`config.mk`:
```
export PLATFORM = sky130hd
export DESIGN_NAME = reset_strap_option_latch
export DESIGN_NICKNAME = d
export VERILOG_FILES = /design/src/rtl/strap_latch_pkg.sv /design/src/rtl/reset_strap_option_latch.sv
export SDC_FILE = /design/constraint.sdc
export NUM_CORES = 1
export LEC_CHECK = 0
export ABC_AREA = 1
export BUFFER_PORTS_ARGS = -buffer_cell sky130_fd_sc_hd__buf_2
export CORE_MARGIN = 10
export CORE_UTILIZATION = 38
export CTS_CLUSTER_SIZE = 10
export DETAILED_ROUTE_END_ITERATION = 7
export MAX_ROUTING_LAYER = met4
export PLACE_DENSITY = 0.77
export SLEW_MARGIN = 15
export SYNTH_ARGS = -nofsm -noshare
export SYNTH_HDL_FRONTEND = slang
export SYNTH_SLANG_ARGS = --single-unit
```
`constraint.sdc`:
```
create_clock -name mclk -period 2.53 [get_ports mclk]
set_input_delay 0.1265 -clock mclk [delete_from_list [all_inputs] [get_ports mclk]]
set_output_delay 0.1265 -clock mclk [all_outputs]
set_load 0.02 [all_outputs]
```
`src/rtl/strap_latch_pkg.sv`:
```
// Shared constants and types for the reset strap option latch
package strap_latch_pkg;

  // Pin positions within the seven shared strap pins
  localparam int PIN_BOOT_SEL   = 0;
  localparam int PIN_BUS_MASTER = 1;
  localparam int PIN_TIMER_EXP  = 2;
  localparam int PIN_BUS_HOLD   = 3;
  localparam int PIN_LINK1_DONE = 4;
  localparam int PIN_LINK2_DONE = 5;
  localparam int PIN_LINK3_DONE = 6;
  localparam int PIN_COUNT      = 7;

  // Pins that become plain driven outputs once released
  localparam logic [6:0] DRIVEN_AFTER_RESET = 7'h76;
  // Pins with a pull-down during reset on processor ID 0 only
  localparam logic [6:0] PULL_DOWN_ID0      = 7'h09;
  // Pins with a pull-down during reset on every processor
  localparam logic [6:0] PULL_DOWN_ALWAYS   = 7'h06;
  // Pins with a pull-up during reset
  localparam logic [6:0] PULL_UP_IN_RESET   = 7'h70;
  // Pins with a pull-up after reset on processor ID 0 only
  localparam logic [6:0] PULL_UP_ID0_AFTER  = 7'h09;

  // Value latched before any capture, equal to the pull defaults
  localparam logic [6:0] STRAP_RESET_VALUE  = 7'h70;

  // Release delay after the capture edge
  localparam int RELEASE_NS     = 100;
  localparam int CLOCK_MHZ      = 20;
  localparam int RELEASE_CYCLES = (RELEASE_NS * CLOCK_MHZ + 999) / 1000;
  localparam logic [3:0] RELEASE_COUNT = 4'(RELEASE_CYCLES);

  // Register map, byte addresses
  localparam logic [11:0] ADDR_STATUS     = 12'h000;
  localparam logic [11:0] ADDR_SYS_CONFIG = 12'h004;
  localparam logic [11:0] ADDR_SDR_CONFIG = 12'h008;

  // Status register fields
  localparam int STAT_STRAP_LSB   = 0;
  localparam int STAT_RELEASED    = 8;
  localparam int STAT_SYS_LOCKED  = 9;
  localparam int STAT_SDR_LOCKED  = 10;

  localparam logic [31:0] SYS_CONFIG_RESET = 32'h0000_0000;
  localparam logic [31:0] SDR_CONFIG_RESET = 32'h0000_0000;

  typedef enum logic [1:0] {
    PHASE_HELD   = 2'b00,
    PHASE_SETTLE = 2'b01,
    PHASE_RUN    = 2'b10
  } phase_type;

  typedef struct packed {
    logic test_mode_strap_c;
    logic test_mode_strap_b;
    logic test_mode_strap_a;
    logic config_write_policy_strap;
    logic link_input_width_strap;
    logic interrupt_enable_strap;
    logic boot_source_strap;
  } strap_set_type;

  typedef struct packed {
    logic [6:0] pin_out;
    logic [6:0] pin_oe;
    logic [6:0] pull_up_en;
    logic [6:0] pull_down_en;
  } pad_ctrl_type;

endpackage : strap_latch_pkg

```
`src/rtl/reset_strap_option_latch.sv`:
```
// Reset strap capture, pin handover and config write policy with APB access
// How it works
// - Sample all strap pins on the rising edge of the active-low reset input.
// - Hold each captured strap level as the operating mode setting.
// - Shortly after reset release, hand each strap pin back to its normal role.
// - Undriven strap pins, bar boot-select and bus-hold off ID 0, read their internal pull level, which gets captured.
// - Boot strap 0 starts EPROM boot at release; 1 waits for external boot.
// - Interrupt strap 0 leaves four lines off and edge; 1 enables level mode.
// - Link width strap 0 selects 1-bit input width; 1 selects 4-bit.
// - Config strap 0 allows one write per reset to config registers; 1 always.
// - Boot-select and bus-hold pulled down then up on ID 0; others driven after.
module reset_strap_option_latch
  import strap_latch_pkg::*;
(
  // Clock and resets
  input  wire logic          mclk,
  input  wire logic          rst,
  input  wire logic          reset_in_n,
  input  wire logic [2:0]    processor_id,

  // Shared strap pins and pad control
  input  wire logic [6:0]    pin_in,
  output logic      [6:0]    pin_out,
  output logic      [6:0]    pin_oe,
  output logic      [6:0]    pull_up_en,
  output logic      [6:0]    pull_down_en,
  input  wire logic [6:0]    func_out,
  input  wire logic [6:0]    func_oe,

  // Latched modes
  output strap_set_type      straps,
  output logic               pins_released,
  output logic               boot_eprom_start,
  output logic               boot_wait_external,
  output logic [3:0]         external_interrupt_lines_enable,
  output logic [3:0]         external_interrupt_lines_level,
  output logic               link_input_width_4bit,
  output logic [31:0]        system_config_reg,
  output logic [31:0]        sdram_config_reg,

  // Register bus
  input  wire logic          psel,
  input  wire logic          penable,
  input  wire logic          pwrite,
  input  wire logic [11:0]   paddr,
  input  wire logic [31:0]   pwdata,
  output logic [31:0]        prdata,
  output logic               pready,
  output logic               pslverr
);

  phase_type     phase;
  phase_type     next_phase;
  logic          reset_in_prev;
  logic [3:0]    settle_count;
  logic [3:0]    next_settle_count;
  logic          sys_written;
  logic          sdr_written;
  logic          boot_pulse;
  wire pad_ctrl_type pads;

  wire logic     id_zero       = (processor_id == 3'h0);
  wire logic     release_edge  = reset_in_n && !reset_in_prev;
  wire logic     in_reset      = !reset_in_n;
  wire logic     run_phase     = (phase == PHASE_RUN);

  // Rising edge of the reset input taken on mclk; the input is synchronous
  always_ff @(posedge mclk) begin
    if (rst) begin
      reset_in_prev <= 1'b0;
    end else begin
      reset_in_prev <= reset_in_n;
    end
  end

  // Capture only at the release edge, never while reset is held
  always_ff @(posedge mclk) begin
    if (rst) begin
      straps <= strap_set_type'(STRAP_RESET_VALUE);
    end else if (release_edge) begin
      straps <= strap_set_type'(pin_in);
    end
  end

  // Phase sequencing: held, short settle, then normal pin use
  always_comb begin
    next_phase        = phase;
    next_settle_count = settle_count;
    case (phase)
      PHASE_HELD: begin
        if (release_edge) begin
          next_phase        = PHASE_SETTLE;
          next_settle_count = RELEASE_COUNT;
        end
      end
      PHASE_SETTLE: begin
        if (in_reset) begin
          next_phase = PHASE_HELD;
        end else if (settle_count <= 4'h1) begin
          next_phase        = PHASE_RUN;
          next_settle_count = 4'h0;
        end else begin
          next_settle_count = settle_count - 4'h1;
        end
      end
      PHASE_RUN: begin
        if (in_reset) begin
          next_phase = PHASE_HELD;
        end
      end
      default: begin
        next_phase = PHASE_HELD;
      end
    endcase
  end

  always_ff @(posedge mclk) begin
    if (rst) begin
      phase        <= PHASE_HELD;
      settle_count <= 4'h0;
    end else begin
      phase        <= next_phase;
      settle_count <= next_settle_count;
    end
  end

  // One slice per shared pin; pulls stay on until release so undriven pins, bar boot-select and bus-hold off ID 0, read defaults
  genvar pin;
  generate
    for (pin = 0; pin < PIN_COUNT; pin++) begin : g_pad
      wire logic always_driven = DRIVEN_AFTER_RESET[pin];
      wire logic down_in_reset = PULL_DOWN_ALWAYS[pin] || (id_zero && PULL_DOWN_ID0[pin]);
      wire logic up_in_reset   = PULL_UP_IN_RESET[pin];
      wire logic up_after      = id_zero && PULL_UP_ID0_AFTER[pin];

      // Functional drive only once released, so a strap never fights the board
      assign pads.pin_out[pin]      = run_phase && func_out[pin];
      assign pads.pin_oe[pin]       = run_phase && (always_driven || func_oe[pin]);
      // Test mode pins are pulled up only until release; the board must leave them alone
      assign pads.pull_up_en[pin]   = run_phase ? up_after : up_in_reset;
      assign pads.pull_down_en[pin] = !run_phase && down_in_reset;
    end
  endgenerate

  always_ff @(posedge mclk) begin
    if (rst) begin
      pin_out      <= 7'h00;
      pin_oe       <= 7'h00;
      pull_up_en   <= 7'h00;
      pull_down_en <= 7'h00;
    end else begin
      pin_out      <= pads.pin_out;
      pin_oe       <= pads.pin_oe;
      pull_up_en   <= pads.pull_up_en;
      pull_down_en <= pads.pull_down_en;
    end
  end

  // Release status and boot pulse from the phase; mode outputs decoded from the latched straps
  assign pins_released                   = (phase == PHASE_RUN);
  assign boot_pulse                      = (next_phase == PHASE_RUN) && (phase == PHASE_SETTLE);
  assign boot_wait_external              = straps.boot_source_strap;
  assign external_interrupt_lines_enable = {4{straps.interrupt_enable_strap}};
  assign external_interrupt_lines_level  = {4{straps.interrupt_enable_strap}};
  assign link_input_width_4bit           = straps.link_input_width_strap;

  // One pulse as the pins are released when booting from EPROM
  always_ff @(posedge mclk) begin
    if (rst) begin
      boot_eprom_start <= 1'b0;
    end else begin
      boot_eprom_start <= boot_pulse && !straps.boot_source_strap;
    end
  end

  // Full twelve-bit match; partial decoding would alias the status word
  function automatic logic addr_is(
    input logic [11:0] addr,
    input logic [11:0] target
  );
    return (addr == target);
  endfunction

  // Policy strap 1 keeps a register open for good
  function automatic logic write_allowed(
    input logic always_open,
    input logic written
  );
    return always_open || !written;
  endfunction

  // Status word layout kept in one place
  function automatic logic [31:0] status_word(
    input strap_set_type s,
    input logic          released,
    input logic          sys_lock,
    input logic          sdr_lock
  );
    logic [31:0] word;
    word                              = 32'h0000_0000;
    word[STAT_STRAP_LSB +: PIN_COUNT] = s;
    word[STAT_RELEASED]               = released;
    word[STAT_SYS_LOCKED]             = sys_lock;
    word[STAT_SDR_LOCKED]             = sdr_lock;
    return word;
  endfunction

  // APB decode
  wire logic apb_setup   = psel && !penable;
  wire logic apb_access  = psel && penable;
  wire logic hit_status  = addr_is(paddr, ADDR_STATUS);
  wire logic hit_sys     = addr_is(paddr, ADDR_SYS_CONFIG);
  wire logic hit_sdr     = addr_is(paddr, ADDR_SDR_CONFIG);
  wire logic hit_any     = hit_status || hit_sys || hit_sdr;
  wire logic sys_open    = write_allowed(straps.config_write_policy_strap, sys_written);
  wire logic sdr_open    = write_allowed(straps.config_write_policy_strap, sdr_written);
  wire logic write_sys   = apb_access && pwrite && hit_sys && sys_open;
  wire logic write_sdr   = apb_access && pwrite && hit_sdr && sdr_open;
  wire logic write_bad   = pwrite && ((hit_sys && !sys_open) || (hit_sdr && !sdr_open) || hit_status);

  logic [31:0] read_value;
  always_comb begin
    read_value = 32'h0000_0000;
    if (hit_status) begin
      read_value = status_word(straps, pins_released, !sys_open, !sdr_open);
    end else if (hit_sys) begin
      read_value = system_config_reg;
    end else if (hit_sdr) begin
      read_value = sdram_config_reg;
    end
  end

  // Zero wait states; unmapped, status writes and locked writes answer an error
  assign pready  = 1'b1;
  assign pslverr = apb_access && (!hit_any || write_bad);

  always_ff @(posedge mclk) begin
    if (rst) begin
      prdata <= 32'h0000_0000;
    end else if (apb_setup && !pwrite) begin
      prdata <= read_value;
    end
  end

  // Register contents; a write lands at the access edge
  always_ff @(posedge mclk) begin
    if (rst) begin
      system_config_reg <= SYS_CONFIG_RESET;
    end else if (write_sys) begin
      system_config_reg <= pwdata;
    end
  end

  always_ff @(posedge mclk) begin
    if (rst) begin
      sdram_config_reg <= SDR_CONFIG_RESET;
    end else if (write_sdr) begin
      sdram_config_reg <= pwdata;
    end
  end

  // Write-once tracking rearms every time reset is held; writes in reset do not count
  always_ff @(posedge mclk) begin
    if (rst || in_reset) begin
      sys_written <= 1'b0;
    end else begin
      sys_written <= sys_written || write_sys;
    end
  end

  always_ff @(posedge mclk) begin
    if (rst || in_reset) begin
      sdr_written <= 1'b0;
    end else begin
      sdr_written <= sdr_written || write_sdr;
    end
  end

endmodule // reset_strap_option_latch

```
-- Word-level counts from Yosys, hierarchy flattened
Index checks and enable logic that the tools add are counted.
- shifts and indexed selects: 0
- reduce and logical (&&, ||, !) cells: 51
- multiply operators: 0
- bitwise operators: 0
- mux-type cells: 14
- add/sub/neg operators: 1
- magnitude comparators: 1
- eq/ne operators: 7
- div/mod/pow operators: 0
- operator list (kind ; number):
    2-to-1 mux 32 bit ; 3
    logical AND 1 bit ; 25
    == test 12 x 3 -> 1 bit, second input constant ; 1
    == test 12 x 4 -> 1 bit, second input constant ; 1
    zero test 12 bit ; 1
    2-to-1 mux 4 bit ; 3
    zero test 1 bit ; 11
    logical OR 1 bit ; 10
    2-to-1 mux 2 bit ; 4
    case mux 4 bit (2 select lines) ; 1
    case mux 2 bit (3 select lines) ; 1
    == test 2 bit, second input constant ; 2
    <= comparator 4 x 1 -> 1 bit, second input constant ; 1
    inequality test 2 bit, second input constant ; 2
    subtractor 4 x 1 -> 4 bit, second input constant ; 1
    zero test 3 bit ; 1
    AND reduction 3 bit ; 1
    == test 2 x 1 -> 1 bit, second input constant ; 1
    zero test 2 bit ; 1
    2-to-1 mux 1 bit ; 2
    nonzero test 2 bit ; 1
- ROM bits: 0
- input port bits: 74
- RAM bits: 0
- output and inout port bits: 145
- bits in registers: 137
- bits in latches: 0
- memories: 0

-- Logic depth before layout (Yosys ltp)
- depth after elaboration: 9
- gate-level depth with buffers: 9
- gate-level depth less buffers: 8

-- Least setup slack after synthesis
OpenSTA, ideal clock, no wires.
- path type: reg-to-reg
- from: register straps[3] (netlist bit)
- to: register sdram_config_reg[0]
- setup slack: 1.196 ns
- stages on the path, launching flop included: 9
- required time: 2.414 ns
- clock period less this slack: 1.334 ns
- arrival: 1.219 ns
- buffers on the path: 1
- setup time: 0.116 ns
- cells stage by stage: dfxtp_1 inv_1 nand2_1 nand2_1 nor2_4 inv_2 buf_2 nor2_1 nor2_1
- word-level cells in the longest chain between the ends: 2
- RTL lines (element ; line ; RTL):
    from (decl) ; reset_strap_option_latch.sv:31 ; output strap_set_type straps,
    from (signal assigned) ; reset_strap_option_latch.sv:79 ; straps <= strap_set_type'(STRAP_RESET_VALUE);
    from (signal assigned) ; reset_strap_option_latch.sv:81 ; straps <= strap_set_type'(pin_in);
    logical OR 1 bit ; reset_strap_option_latch.sv:189 ; return always_open || !written;
    logical AND 1 bit ; reset_strap_option_latch.sv:218 ; wire logic write_sdr = apb_access && pwrite && hit_sdr && sdr_open;
    to (signal assigned) ; reset_strap_option_latch.sv:258 ; sdram_config_reg <= pwdata;
    to (decl) ; reset_strap_option_latch.sv:39 ; output logic [31:0] sdram_config_reg,
Every way passes these cells.
A chain may end at the register's enable or synchronous reset.

-- Final worst setup path
- from: register phase[0]
- to: output pins_released
- word-level cells in the longest chain between the ends: 1
- RTL lines (element ; line ; RTL):
    from (decl) ; reset_strap_option_latch.sv:52 ; phase_type phase;
    from (signal assigned) ; reset_strap_option_latch.sv:122 ; phase <= next_phase;
    == test 2 bit ; reset_strap_option_latch.sv:160 ; assign pins_released = (phase == PHASE_RUN);
    to (decl) ; reset_strap_option_latch.sv:32 ; output logic pins_released,
Every way passes these cells.

==> impl_metrics.csv <==
group,metric,value,unit
status,status,"completed",
worst_setup_path,worst-endpoint-arrival,1530,ps
clock_tree,path_clk_slew,60,ps
layout,area_growth,38.2,%
layout,fin_util,0.532,
synth,yosysWarnings,0,
grt,grt_usage,0.189,
grt,grt_start_max_net_pins,74,
route,viasPerCell,4.74,
route,antenna_left,0,
floorplanning,die_w,141,µm
power,power_density,638,nW/µm²
grt,antenna_found_initial,4,
placed_design,routabilityCongestion,0.812,
floorplanning,die-area,19800,µm²
hold_path,hp-class,"in -> reg",
placed_design,dp_hpwl,12800,µm
clock_tree,clk_latency,420,ps
floorplanning,fp-row-count,44,
power,ir_drop,0.449,mV
sta,slew_viol_final,0,
clock_tree,cts_htree_levels,4,
route,wl,18700,µm
worst_setup_path,critPathCaptureType,"output port",
placed_design,port-buffer-count,207,
sta,fin_crit_sh,0.657,
sta,fin_tns_setup,0,ps
route,first_pass_iters,5,
route,drc,0,
synth,synth_area,5550,µm²
worst_setup_path,required,2400,ps
floorplanning,ios,219,
route,drtIter0Drc,306,
clock_tree,cts_setup_buffers,0,
grt,overflow,0,
worst_setup_path,path_max_fanout,12,
placed_design,place_area,6550,µm²
sta,rsz0062_at_grt,"no",
sta,max_freq,602,MHz
layout,drive_gt1_frac,0.248,
clock_tree,clk_path_buf_depth,2,
synth,synth.distinct_cells,27,
floorplanning,initial_utilization,0.385,
synth,avgSynthCellArea,6.78,µm²
synth,yosys.area.top_type,"dfxtp_1",
sta,clock_skew,7.46,ps
clock_tree,cts_tree,"done",
clock_tree,cts_num_sinks,126,
sta,worstMarginPinSlew,667,ps
run,cap_violations,0,
synth,ys_ff_latch,126,
layout,fin_area,7670,µm²
synth,synth_cells,819,
grt,grt_pass1_vias,5708,
grt,grt_pass1_wl,29500,µm
synth,seq_area_frac_synth,0.454,
clock_tree,cts-root-buf,"clkbuf_16",
synth,async_flop_share,0,
layout,fin_nets,1113,
synth,synth_top_area_share,0.454,
power,p_leak,4.01,nW
route,avgRoutedWirePerCell,15.1,µm
sta,max_slew_margin,0.554,
route,vias,5864,
worst_setup_path,start_kind,"register",
sta,hold_violations,0,
floorplanning,core-area,14400,µm²
floorplanning,die-height,141,µm
synth,synth_flop_cell,"dfxtp_1",
sta,finalCriticalPeriod,1660,ps
worst_setup_path,worstSetupPathType,"reg -> out",
synth,synth_edf_count,0,
synth,synth_area_leaders,"dfxtp_1 45%, nand2_1 14%, nor2_1 10%",
sta,setup_violations,0,
clock_tree,cts_made_buffers,17,
==> synthesized netlist by cell type, types with 3 or more instances <==
cell type  instances
o21ai_0           23
nand3_1           78
clkbuf_1          23
nor3_1             3
buf_4             28
dfxtp_1          126
o21ai_1           17
inv_1             63
nor2_1           154
nand4_1            3
nand2_1          214
a21oi_1           43
o211ai_1           3
buf_2             20
==> cells in the final DEF (no fill, tap or decap), types with 6 or more instances in the layout <==
master and instances:
buf_4 10, o21ai_0 23, nand2_1 214, buf_2 207
dfxtp_1 126, nor2_1 154, clkbuf_16 17, conb_1 6
dlygate4sd3_1 49, a21oi_1 42, inv_1 63, nand3_1 78
o21ai_1 17
==> critical path, stage by stage (launching register included) <==
cell	delay, ps
dfxtp_1	320
inv_1	90
nand2_1	140
inv_1	320
buf_2	240
==> metal layers <==
layer / wire (µm) / vias up / global-route usage
met1: 7740 / 2618 / 0.212
met5: 0 / - / -
met3: 1450 / 38 / 0.0588
met4: 588 / 0 / 0.0837
met2: 8920 / 250 / 0.305
li1: - / 2958 / -
==> per-stage QoR <==
step	std cells	hold slack, ps	power [mW]	worst slack [ps]
2_1_floorplan	823	232	2.24	1200
3_3_place_gp	1153	343	2.35	749
3_5_place_dp	1153	349	2.35	705
4_1_cts	1234	14.4	4.93	821
5_1_grt	1238	22.0	5.06	678
6_report	1238	12.0	4.89	869
==> report_power, final <==
group	switching, mW	internal (mW)	total (mW)	leakage [nW]
Combinational	0.209	0.142	0.351	2.71
Sequential	0.0117	2.00	2.01	1.02
Clock	0.928	1.60	2.53	0.288
Total	1.15	3.74	4.89	4.01
==> timing repair <==
| action | CTS | global route |
|---|---|---|
| hold buffers | 49 | 0 |
| resized for setup | 0 | 0 |
| hold endpoints to repair | 81 | 0 |
==> worst paths after layout <==
path / startpoint / endpoint / slack, ps / cells after the start
setup / recovery: phase[0]$_SDFF_PP0_ / pins_released / 870 / 4
hold / removal: pin_in[0] / boot_wait_external$_SDFFE_PP0P_ / 10 / 3
setup reg to reg: straps[3]$_SDFFE_PP0P_ / sdram_config_reg[20]$_SDFFE_PP0P_ / 890 / 7
hold reg to reg: prdata[29]$_SDFFE_PP0P_ / prdata[29]$_SDFFE_PP0P_ / 460 / 2
==> cell type report <==
| class | count | area, µm² |
|---|---|---|
| diodes | 4 | 10.0 |
| fillers | 1366 | 6750 |
| multi-input cells | 557 | 2400 |
| clock inverters | 13 | 164 |
| clock buffers | 19 | 453 |
| inverters | 67 | 251 |
| repair buffers | 268 | 1640 |
| well taps | 184 | 230 |
| flip-flops and latches | 126 | 2520 |
==> kinds of logic after synthesis <==
logic type               share of synthesized area
AO/OA/AOI/OAI                               0.0816
flip-flops                                   0.454
AND/OR/NAND/NOR                              0.337
buffers and inverters                        0.118
adder cells (fa/ha/maj)                    0.00451
other                                      0.00135
XOR/XNOR                                   0.00316
No activity file was read; power rests on OpenSTA's default activity.
